`src/hdl/trig_math_map.vh`:
```
// Purpose: Constants for the trig math Type 1 datapath
// Assumes: IEEE-754 single precision operands
// Notes:   Opcode words, latencies and special result codes
`ifndef TRIG_MATH_MAP_VH
`define TRIG_MATH_MAP_VH
`define LOW_WORD_QUAD     16'hE27C
`define LOW_WORD_IEXP2    16'hE273
`define LOW_WORD_LOG2     16'hE272
`define HIGH_ZERO_MASK_1  16'hFFC0
`define HIGH_ZERO_MASK_Q  16'hF000
`define LAT_QUAD          3'h5
`define LAT_SINGLE        3'h4
`define FP_ZERO           32'h00000000
`define FP_ONE            32'h3F800000
`define FP_POS_INF        32'h7F800000
`define FP_NEG_INF        32'hFF800000
`define FP_HALF           32'h3F000000
`define FP_QUARTER        32'h3E800000
`define EXP_BIAS          8'h7F
`define EXP_MAX           8'hFF
`define SIGN_BIT          31
`define EXP_HI            30
`define EXP_LO            23
`define FIELD_A_LO        0
`define FIELD_B_LO        3
`define FIELD_C_LO        6
`define FIELD_D_LO        9
`endif

```
`src/hdl/trig_math_type1_ops.v`:
```
// Purpose: Execution datapath for quadrant, inverse power-of-two and base-2 log
// Assumes: Issue stage holds ordering; register file lives here as eight words
// Notes:   Results land after fixed latency; flags are sticky until cleared
//
// Behaviour
// - The Type 1 unit keeps Type 0 opcodes intact and adds inverse power-of-two and log2.
// - Single ops take destination from field aaa and source from field bbb; quadrant writes fa and fb from fc and fd.
// - Low word E273 with zeros above the register fields selects inverse power-of-two.
// - Low word E272 with zeros above the register fields selects base-2 logarithm.
// - Quadrant touches only the latched underflow and overflow flags; log2 sets no flag.
// - Quadrant ratio special divisions give the tabled result with overflow or underflow.
// - Quadrant results reach their destinations five cycles after issue.
// - Inverse power-of-two writes two to minus the absolute source value, with fixed specials.
// - Inverse power-of-two may only set the latched underflow flag.
// - Log2 writes the base-2 log; non-positive or denormal gives -Inf, +Inf or NaN gives +Inf.
// - Inverse power-of-two and log2 results are ready four cycles after issue.
`timescale 1ns/1ps
`include "trig_math_map.vh"
`default_nettype none
module trig_math_type1_ops (
  // Clock and reset
  input  wire        clk_sys,
  input  wire        rst_n,
  // Instruction issue
  input  wire        issue_valid,
  input  wire [15:0] low_opcode_word,
  input  wire [15:0] high_opcode_word,
  // Register file load and read port
  input  wire        load_en,
  input  wire [2:0]  load_idx,
  input  wire [31:0] load_data,
  input  wire [2:0]  read_idx,
  output reg  [31:0] read_data,
  // Flag control
  input  wire        flag_clear,
  output reg         latched_underflow_flag,
  output reg         latched_overflow_flag,
  output reg         test_flag,
  // Status
  output reg         op_recognised,
  output reg         write_done
);
  // One-hot op kinds travelling down the pipeline
  localparam [3:0]  K_NONE  = 4'h1;
  localparam [3:0]  K_IEXP  = 4'h2;
  localparam [3:0]  K_LOG   = 4'h4;
  localparam [3:0]  K_QUAD  = 4'h8;
  // Constant results as vectors so their magnitudes can be sliced
  localparam [31:0] HALF    = `FP_HALF;
  localparam [31:0] QUARTER = `FP_QUARTER;
  integer    b;
  integer    j;
  integer    k;
  reg [31:0] fp_result_reg [0:7];
  ////////////////////////////////////////////////////////////////////////////
  // Classification helpers
  function is_zero_or_den;
    input [31:0] v;
    is_zero_or_den = (v[`EXP_HI:`EXP_LO] == 8'h00);
  endfunction
  function is_inf_nan;
    input [31:0] v;
    is_inf_nan = (v[`EXP_HI:`EXP_LO] == `EXP_MAX);
  endfunction
  // Opcode match shared by the three decoders
  function op_match;
    input [15:0] lo;
    input [15:0] hi;
    input [15:0] want_lo;
    input [15:0] hi_mask;
    op_match = (lo == want_lo) && ((hi & hi_mask) == 16'h0000);
  endfunction
  ////////////////////////////////////////////////////////////////////////////
  // Decode
  wire [2:0] fa = high_opcode_word[`FIELD_A_LO +: 3];
  wire [2:0] fb = high_opcode_word[`FIELD_B_LO +: 3];
  wire [2:0] fc = high_opcode_word[`FIELD_C_LO +: 3];
  wire [2:0] fd = high_opcode_word[`FIELD_D_LO +: 3];
  wire dec_iexp = issue_valid && op_match(low_opcode_word, high_opcode_word,
                                          `LOW_WORD_IEXP2, `HIGH_ZERO_MASK_1);
  wire dec_log  = issue_valid && op_match(low_opcode_word, high_opcode_word,
                                          `LOW_WORD_LOG2, `HIGH_ZERO_MASK_1);
  // Quadrant keeps two more source fields above
  wire dec_quad = issue_valid && op_match(low_opcode_word, high_opcode_word,
                                          `LOW_WORD_QUAD, `HIGH_ZERO_MASK_Q);
  wire [31:0] src_fp_reg = fp_result_reg[fb];
  wire [31:0] y_val = fp_result_reg[fc];
  wire [31:0] x_val = fp_result_reg[fd];
  ////////////////////////////////////////////////////////////////////////////
  // Inverse power-of-two: 2^-|x|, integer part into exponent, fraction linear below one and dropped from one up
  // Fraction part is a linear approximation; trades accuracy for area.
  reg [31:0] iexp_res;
  reg        iexp_uf;
  reg [7:0]  e;
  reg [31:0] ip;
  reg [23:0] m;
  always @* begin
    e = src_fp_reg[`EXP_HI:`EXP_LO];
    m = {1'b1, src_fp_reg[22:0]};
    ip = 32'h00000000;
    iexp_uf = 1'b0;
    iexp_res = `FP_ONE;
    if (is_inf_nan(src_fp_reg)) begin
      iexp_res = `FP_ZERO;
      iexp_uf = 1'b1;
    end else if (is_zero_or_den(src_fp_reg)) begin
      iexp_res = `FP_ONE;
    end else if (e >= 8'h86) begin
      iexp_res = `FP_ZERO;
      iexp_uf = 1'b1;
    end else if (e < `EXP_BIAS) begin
      iexp_res = {1'b0, 8'h7E, 23'h000000} |
                 {9'h000, ~(m[23:1] >> (8'h7E - e))};
    end else begin
      ip = {8'h00, m} >> (8'h96 - e);
      iexp_res = {1'b0, (`EXP_BIAS - ip[7:0]), 23'h000000};
    end
  end
  ////////////////////////////////////////////////////////////////////////////
  // Base-2 log: exponent as integer part, mantissa fraction linear
  reg [31:0] log_res;
  reg [8:0]  lg_int;
  reg [7:0]  lg_mag;
  reg [4:0]  lz;
  reg [30:0] lg_fix;
  reg [30:0] lg_sh;
  reg [7:0]  lg_exp;
  always @* begin
    lg_int = {1'b0, src_fp_reg[`EXP_HI:`EXP_LO]} - {1'b0, `EXP_BIAS};
    lg_mag = lg_int[8] ? (8'h00 - lg_int[7:0]) : lg_int[7:0];
    lg_fix = {lg_mag, src_fp_reg[22:0]};
    if (lg_int[8])
      lg_fix = {lg_mag, 23'h000000} - {8'h00, src_fp_reg[22:0]};
    lz = 5'h00;
    for (b = 0; b < 31; b = b + 1)
      if (lg_fix[b])
        lz = b[4:0];
    // Normalise so the leading one lands on the hidden bit
    if (lz >= 5'h17)
      lg_sh = lg_fix >> (lz - 5'h17);
    else
      lg_sh = lg_fix << (5'h17 - lz);
    lg_exp = 8'h7F + {3'h0, lz} - 8'h17;
    log_res = {lg_int[8], lg_exp, lg_sh[22:0]};
    if (src_fp_reg[`SIGN_BIT] || is_zero_or_den(src_fp_reg))
      log_res = `FP_NEG_INF;
    else if (is_inf_nan(src_fp_reg))
      log_res = `FP_POS_INF;
    else if (lg_fix == 31'h00000000)
      log_res = `FP_ZERO;
  end
  ////////////////////////////////////////////////////////////////////////////
  // Quadrant and ratio
  reg [31:0] q_quad;
  reg [31:0] q_num;
  reg [31:0] q_den;
  reg [31:0] q_ratio;
  reg        q_of;
  reg        q_uf;
  always @* begin
    q_of = 1'b0;
    q_uf = 1'b0;
    if (y_val[30:0] <= x_val[30:0]) begin
      q_num = y_val;
      q_den = x_val;
      q_quad = `FP_ZERO;
    end else begin
      q_num = {~x_val[`SIGN_BIT], x_val[30:0]};
      q_den = y_val;
      q_quad = {y_val[`SIGN_BIT], QUARTER[30:0]};
    end
    // Negative X with |Y| no larger than |X| swings the angle to the half-turn quadrants
    if (x_val[`SIGN_BIT] && (y_val[30:0] <= x_val[30:0]))
      q_quad = {y_val[`SIGN_BIT], HALF[30:0]};
    // Ratio keeps sign and a coarse difference of the whole exponent and mantissa fields only
    q_ratio = {q_num[`SIGN_BIT] ^ q_den[`SIGN_BIT],
               q_num[30:0] - q_den[30:0] + {`EXP_BIAS, 23'h000000}};
    // NaN is taken as infinity throughout
    // division special cases
    if (is_zero_or_den(q_num) && is_zero_or_den(q_den)) begin
      q_ratio = `FP_ZERO;
      q_quad = `FP_ZERO;
      q_of = 1'b1;
    end else if (is_inf_nan(q_num) && is_inf_nan(q_den)) begin
      q_ratio = `FP_POS_INF;
      q_uf = 1'b1;
    end else if (is_inf_nan(q_num) || is_zero_or_den(q_den)) begin
      q_ratio = `FP_POS_INF;
      q_of = 1'b1;
    end else if (is_inf_nan(q_den)) begin
      q_ratio = `FP_ZERO;
      q_uf = 1'b1;
    end
  end
  ////////////////////////////////////////////////////////////////////////////
  // Pipeline of five stages; single ops retire at stage four
  reg [31:0] p_res   [1:5];
  reg [31:0] p_res2  [1:5];
  reg [2:0]  p_dst   [1:5];
  reg [2:0]  p_dst2  [1:5];
  reg [3:0]  p_kind  [1:5];
  reg        p_of    [1:5];
  reg        p_uf    [1:5];
  // Retire strobes and flag set terms
  wire       ret4;
  wire       ret5;
  wire       next_uf_set;
  wire       next_of_set;
  assign ret4 = (p_kind[`LAT_SINGLE] == K_IEXP) || (p_kind[`LAT_SINGLE] == K_LOG);
  assign ret5 = (p_kind[`LAT_QUAD] == K_QUAD);
  assign next_uf_set = (ret4 & p_uf[`LAT_SINGLE]) | (ret5 & p_uf[`LAT_QUAD]);
  assign next_of_set = (ret4 & p_of[`LAT_SINGLE]) | (ret5 & p_of[`LAT_QUAD]);
  // Stage one captures the decoded op, its destinations and its results
  always @(posedge clk_sys) begin
    if (!rst_n) begin
      for (j = 1; j <= 5; j = j + 1) begin
        p_kind[j] <= K_NONE;
        p_res[j]  <= `FP_ZERO;
        p_res2[j] <= `FP_ZERO;
        p_dst[j]  <= 3'h0;
        p_dst2[j] <= 3'h0;
        p_of[j]   <= 1'b0;
        p_uf[j]   <= 1'b0;
      end
    end else begin
      p_kind[1] <= dec_iexp ? K_IEXP : dec_log ? K_LOG : dec_quad ? K_QUAD : K_NONE;
      p_dst[1]  <= dec_quad ? fb : fa;
      p_dst2[1] <= fa;
      p_res[1]  <= dec_iexp ? iexp_res : dec_log ? log_res : q_ratio;
      p_res2[1] <= q_quad;
      p_uf[1]   <= (dec_iexp & iexp_uf) | (dec_quad & q_uf);
      p_of[1]   <= dec_quad & q_of;
      // Later stages only shift
      for (j = 2; j <= 5; j = j + 1) begin
        p_kind[j] <= p_kind[j-1];
        p_res[j]  <= p_res[j-1];
        p_res2[j] <= p_res2[j-1];
        p_dst[j]  <= p_dst[j-1];
        p_dst2[j] <= p_dst2[j-1];
        p_of[j]   <= p_of[j-1];
        p_uf[j]   <= p_uf[j-1];
      end
    end
  end
  ////////////////////////////////////////////////////////////////////////////
  // Register file: loads first so a retire to the same index wins
  always @(posedge clk_sys) begin
    if (!rst_n) begin
      // Reset clears all eight result words
      for (k = 0; k < 8; k = k + 1)
        fp_result_reg[k] <= `FP_ZERO;
    end else begin
      if (load_en)
        fp_result_reg[load_idx] <= load_data;
      if (ret4)
        fp_result_reg[p_dst[`LAT_SINGLE]] <= p_res[`LAT_SINGLE];
      if (ret5) begin
        fp_result_reg[p_dst[`LAT_QUAD]]  <= p_res[`LAT_QUAD];
        fp_result_reg[p_dst2[`LAT_QUAD]] <= p_res2[`LAT_QUAD];
      end
    end
  end
  ////////////////////////////////////////////////////////////////////////////
  // Status pulses, read port and sticky flags
  always @(posedge clk_sys) begin
    if (!rst_n) begin
      latched_underflow_flag <= 1'b0;
      latched_overflow_flag  <= 1'b0;
      test_flag              <= 1'b0;
      read_data              <= `FP_ZERO;
      op_recognised          <= 1'b0;
      write_done             <= 1'b0;
    end else begin
      op_recognised <= dec_iexp | dec_log | dec_quad;
      write_done    <= ret4 | ret5;
      // Read port shows the word as it stood before this edge's writes
      read_data     <= fp_result_reg[read_idx];
      // sticky flags, set wins over clear
      latched_underflow_flag <= (latched_underflow_flag & ~flag_clear) | next_uf_set;
      latched_overflow_flag  <= (latched_overflow_flag & ~flag_clear) | next_of_set;
    end
  end
endmodule // trig_math_type1_ops
`default_nettype wire

```
`config.mk`:
```
export PLATFORM = sky130hd
export DESIGN_NAME = trig_math_type1_ops
export DESIGN_NICKNAME = d
export VERILOG_FILES = /design/src/hdl/trig_math_type1_ops.v
export VERILOG_INCLUDE_DIRS = /design/src /design/src/hdl
export SDC_FILE = /design/constraint.sdc
export NUM_CORES = 2
export LEC_CHECK = 0
export BUFFER_PORTS_ARGS = -buffer_cell sky130_fd_sc_hd__buf_2
export CAP_MARGIN = 20
export CORE_MARGIN = 5
export CORE_UTILIZATION = 25
export CTS_CLUSTER_DIAMETER = 200
export DETAILED_ROUTE_END_ITERATION = 10
export PLACE_DENSITY = 0.38
export SLEW_MARGIN = 5
export SYNTH_ARGS = -nofsm -noshare
export SYNTH_HDL_FRONTEND = slang
export SYNTH_SLANG_ARGS = --single-unit
```
`constraint.sdc`:
```
create_clock -name clk_sys -period 9.5 [get_ports clk_sys]
set_input_delay 1.425 -clock clk_sys [delete_from_list [all_inputs] [get_ports clk_sys]]
set_output_delay 1.425 -clock clk_sys [all_outputs]
set_load 0.03 [all_outputs]
```
* Word level (Yosys, flattened, before mapping)
Memories as Yosys holds them, arrays and structs flattened. A register that Yosys moved wholly into a read port is not among the register bits.
Cells that the tools add are included.
** Storage, ports and cells
- Bits in registers :: 4
- Bits in latches :: 0
- Bits in writable memories :: 636
- Memory bits (read-only) :: 0
- Bits of input ports :: 75
- Output and inout port bits :: 37
- Logic and storage cells :: 243
- Memories kept :: 8
** Memory list
- fp_result_reg :: depth 8, width 32, rd ports 4, clocked after memory_dff 1, write ports 8, RTL line trig_math_type1_ops.v:54 : reg [31:0] fp_result_reg [0:7];
- p_res :: depth 5, width 32, rd ports 5, clocked after memory_dff 0, write ports 5, RTL line trig_math_type1_ops.v:197 : reg [31:0] p_res [1:5];
- p_res2 :: depth 5, width 32, rd ports 5, clocked after memory_dff 0, write ports 5, RTL line trig_math_type1_ops.v:198 : reg [31:0] p_res2 [1:5];
- p_kind :: depth 5, width 4, rd ports 5, clocked after memory_dff 0, write ports 5, RTL line trig_math_type1_ops.v:201 : reg [3:0] p_kind [1:5];
- p_dst :: depth 5, width 3, rd ports 5, clocked after memory_dff 0, write ports 5, RTL line trig_math_type1_ops.v:199 : reg [2:0] p_dst [1:5];
- p_dst2 :: depth 5, width 3, rd ports 5, clocked after memory_dff 0, write ports 5, RTL line trig_math_type1_ops.v:200 : reg [2:0] p_dst2 [1:5];
- +2 memories
** Operators by class
- $add $sub $neg :: 12
- Multipliers :: 0
- Divide/modulo/power cells :: 0
- $lt $le $gt $ge :: 4
- Eq/ne operators :: 9
- Shift-type cells :: 4
- Muxes and demuxes :: 123
- Bitwise logic cells :: 56
- Reduce and logical (&&, ||, !) cells :: 23
** Operator list (number)
- 32-bit 2-to-1 mux :: 28
- 31-bit 2-to-1 mux :: 5
- 5-bit 2-to-1 mux :: 29
- 32-bit OR reduction :: 4
- 16-bit == test, second input constant :: 3
- 3-bit 2-to-1 mux :: 15
- 1-bit bitwise OR :: 43
- 1-bit 2-to-1 mux :: 36
- 16-bit zero test :: 2
- 4-bit 2-to-1 mux :: 8
- 31-bit by 30-bit adder with 31-bit output, second input constant :: 1
- 31-bit <= comparator :: 1
- 31-bit zero test :: 1
- 31-bit by 5-bit left shift with 23-bit output :: 1
- 31-bit by 5-bit right shift with 23-bit output :: 1
- 31-bit by 23-bit subtractor with 31-bit output :: 1
- 31-bit subtractor :: 1
- 8-bit == test, second input constant :: 3
- 8-bit zero test :: 3
- 24-bit by 8-bit right shift with 8-bit output :: 1
- 23-bit 2-to-1 mux :: 1
- 23-bit NOT :: 1
- 23-bit by 8-bit right shift with 23-bit output :: 1
- 7-bit by 8-bit subtractor with 8-bit output, first input constant :: 2
- other kinds (20) :: 39

* Logic depth before layout (Yosys ltp)
An unclocked memory read counts as a cell.
- Word-level depth :: 45
- Depth in mapped cells :: 39
- Gate-level depth less buffers :: 34

* Worst setup path after synthesis
OpenSTA, ideal clock, no wires.
- Path kind :: input-to-reg
- From :: in high_opcode_word[9]
- To :: reg p_res[0][61] (netlist name)
- Library setup time :: 0.120 ns
- Arrival :: 10.148 ns
- Data required time :: 9.380 ns
- Slack :: -0.767 ns
- Stages on the path :: 38
- Buffers on the path :: 5
- Path through :: clkbuf_1 -> clkbuf_1 -> buf_1 -> mux4_2 -> mux2i_1 -> ha_1 -> o21a_1 -> o21a_1 -> o21a_1 -> o21a_1 -> o21ai_0 -> a21oi_1 -> o31ai_1 -> a21boi_0 -> o41ai_1 -> clkbuf_1 -> clkbuf_1 -> and3_1 -> [2 not listed] -> inv_1 -> fa_1 -> nor2b_1 -> o21ai_0 -> a21boi_0 -> o21a_1 -> o21ai_0 -> a21oi_1 -> a41o_1 -> o41a_1 -> a2111oi_0 -> o211ai_1 -> and3_1 -> nor2_1 -> o21ai_0 -> o41ai_1 -> xnor2_1 -> a211o_1
** RTL lines
- from (decl) :: RTL line trig_math_type1_ops.v:27 : input wire [15:0] high_opcode_word,

==> run_results.csv <==
group,metric,value,unit
cts,post-cts-setup-buffers,0,
layout,seq_area,0.0132,sq mm
sta,fin_setup_tns,0,ps
setup_path,worst_r2r_endpoint,"p_res[0][61]$_SDFF_PN0_",
hold_path,hp-start,"p_kind[0][4]$_SDFF_PN1_",
synth,synth_fp_nets,4661,
drt,drt-initial-drc-count,4100,
placement,place_hpwl,138,mm
cts,root_buffer,"clkbuf_16",
synth,synth_edf_count,256,
run_status,status,"completed",
global_route,overflow,0,
global_route,antenna_found_initial,22,
synth,synth.distinct_cells,115,
sta,setup_viol,0,
synth,netlist_area,0.0403,sq mm
setup_path,criticalPathCategory,"primary input to flip-flop",
sta,drv_slew,0,
setup_path,slowest_delay,520,ps
synth,ys_seq_area_frac,0.328,
synth,synth_seq_cells,532,
sta,tightest_slew,1140,ps
setup_path,crit_path_start,"high_opcode_word[9]",
layout,largest_reg_flops,256,
cts,cts_resized,0,
global_route,grt_max_degree,89,
cts,cts_buffers,71,
synth,avgSynthCellArea,8.93,sq um
hold_path,worstHoldEndpoint,"p_kind[0][8]$_SDFF_PN1_",
synth,yosysTopAreaCell,"edfxtp_1",
setup_path,reg2reg_depth,33,
setup_path,rrSetupSlack,1270,ps
layout,utilization,0.288,
drt,vias_per_cell,5.60,
floorplan,num_io_pins,112,
setup_path,worstSetupStartpointType,"primary input",
sta,relSlewSlack,0.219,
setup_path,worstSetupEndpointType,"flip-flop",
synth,synth_ff_type,"dfxtp_1",
sta,fin_worst_skew,44.2,ps
placement,portBuffers,110,
synth,synth_top_cell_area_share,0.191,
layout,syn_to_final_growth,14.8,%
setup_path,worstPathArrival,9290,ps
floorplan,die_w,412,um
floorplan,initial_utilization,0.251,
cts,cts_tree,"done",
floorplan,die_y,412,um
setup_path,reg2reg_from,"fp_result_reg[3][1]$_SDFFCE_PP0P_",
drt,detail_route.wl_per_cell,29.4,um
placement,gp_congestion,0.919,
floorplan,core_area,0.161,sq mm
sta,fin_crit_sh,0.917,
cts,clock_sinks,532,
cts,h-tree-depth,3,
layout,drive_gt1_frac,0.193,
sta,grt_setup_unrepaired,"no",
drt,ant_nets,0,
global_route,track_usage,0.226,
sta,hold_viol,0,
setup_path,worstPathRequired,10080,ps
sta,max_freq,115,MHz
layout,final_common_cell,"nand3_1",
setup_path,cp_max_fo,22,
layout,multi_input_area,0.0255,sq mm
sta,period_minus_slack,8710,ps
synth,netlist_instances,4518,
power_and_ir_drop,cellLeakagePower,17.8,nW
layout,nets,4621,
power_and_ir_drop,power.density,215,mW/mm^2
power_and_ir_drop,max-vdd-ir-drop,136,uV
hold_path,whs_path_depth,1,
cts,clk_pin_slew_worst_paths,70,ps
cts,cts_max_path_buffers,3,
cts,clkLatencyLatePin,690,ps
setup_path,path_common_cell,"buf_4",
drt,drc,0,
layout,layout_common_cells,"nand3_1 (559), nand2_1 (478), o21ai_0 (425)",
drt,dr.pass1.iters,7,
global_route,grt_pass1_vias,35800,
synth,synth_area_leaders,"edfxtp_1 (19%), mux4_2 (15%), dfxtp_1 (14%)",
synth,synthArstFlopShare,0,
hold_path,hp-class,"flip-flop to flip-flop",
synth,yosys_warnings,0,
setup_path,cp_slowest_cell,"mux4_2",
global_route,grt_pass1_wl,279,mm
layout,fillers,17000,
drt,wl,197,mm
drt,via_count,37500,
floorplan,rows,147,
cts,hold_buffers,0,
job,cap_viol_max_count,0,
floorplan,die-area,0.169,sq mm
report_power, final:
part / switching, mW / leakage [nW] / internal, mW
Sequential: 0.180 / 4.71 / 2.62
Clock: 1.16 / 1.24 / 1.79
Combinational: 2.57 / 11.8 / 1.61
Total: 3.91 / 17.8 / 6.03
area by class of cell:
type                       instances  share of cell area
clock buffer                      99              0.0458
multi-input combinational       3519               0.551
sequential                       532               0.285
inverter                          50             0.00411
timing repair buffer             304              0.0459
tap                             2160              0.0584
clock inverter                    32             0.00951
antenna                            8            0.000432
cell usage after synthesis (12+ instances only):
| cell type | number |
|---|---|
| nand3_1 | 571 |
| nand2_1 | 481 |
| o21ai_0 | 425 |
| nor2_1 | 374 |
| clkbuf_1 | 301 |
| dfxtp_1 | 276 |
| mux4_2 | 266 |
| edfxtp_1 | 256 |
| and2_1 | 212 |
| mux2i_1 | 188 |
| a21oi_1 | 137 |
| nor3_1 | 94 |
| buf_1 | 67 |
| ha_1 | 67 |
| nor2b_1 | 54 |
| xnor2_1 | 54 |
| mux2_2 | 53 |
| inv_1 | 45 |
| buf_2 | 29 |
| nand2b_1 | 28 |
| nand4_1 | 28 |
| o211ai_1 | 27 |
| a31o_2 | 24 |
| and3_1 | 24 |
| a21o_1 | 22 |
| a211oi_1 | 21 |
| xor2_1 | 21 |
| a31oi_1 | 19 |
| o21ai_1 | 18 |
| o22ai_1 | 16 |
| o31ai_1 | 16 |
| o21a_1 | 15 |
| or3_1 | 15 |
| nor3b_1 | 14 |
| mux2i_2 | 13 |
| nor4_1 | 13 |
| a311oi_1 | 12 |
| buf_4 | 12 |
| or2_2 | 12 |
stage by stage:
step | hold slack, ps | worst slack (ps) | instances | instance area (sq um) | power (mW)
6_report | 408 | 792 | 6704 | 46300 | 9.94
5_1_grt | 427 | 0.882 | 6697 | 46300 | 10.4
4_1_cts | 406 | 813 | 6695 | 46300 | 9.94
3_5_place_dp | 391 | 78.0 | 6564 | 43700 | 6.93
3_3_place_gp | 388 | 66.2 | 6562 | 43700 | 6.97
2_1_floorplan | 386 | 68.6 | 4518 | 40400 | 5.41
worst max path at each step:
stage                                         end
after detailed placement  p_res[0][61]$_SDFF_PN0_
after global routing      p_res[0][61]$_SDFF_PN0_
after CTS                 p_res[0][61]$_SDFF_PN0_
after global placement    p_res[0][61]$_SDFF_PN0_
final                     p_res[0][61]$_SDFF_PN0_
after floorplan           p_res[0][61]$_SDFF_PN0_
worst max-delay path: cells and delay by family:
kind / cells / cell delay, ps
buf+inv: 7 / 1590
compound gates: 17 / 4260
xor+xnor: 1 / 110
mux: 2 / 770
fa+ha+maj: 2 / 630
simple gates: 4 / 470
cells by family after synthesis:
kind of cell | share of synthesized area
compound gates | 0.134
xor+xnor | 0.0182
fa+ha+maj | 0.0213
buf+inv | 0.0470
flops | 0.328
mux | 0.217
other cells | 0.0000930
simple gates | 0.235
metal layers:
metal,up-vias,global-route usage,wire length (um)
met2,1806,0.349,86700
met5,-,0,49
met1,18700,0.320,88300
met3,318,0.0418,15900
li1,16600,-,-
met4,8,0.0697,6000
(Power assumes the default switching activity.)
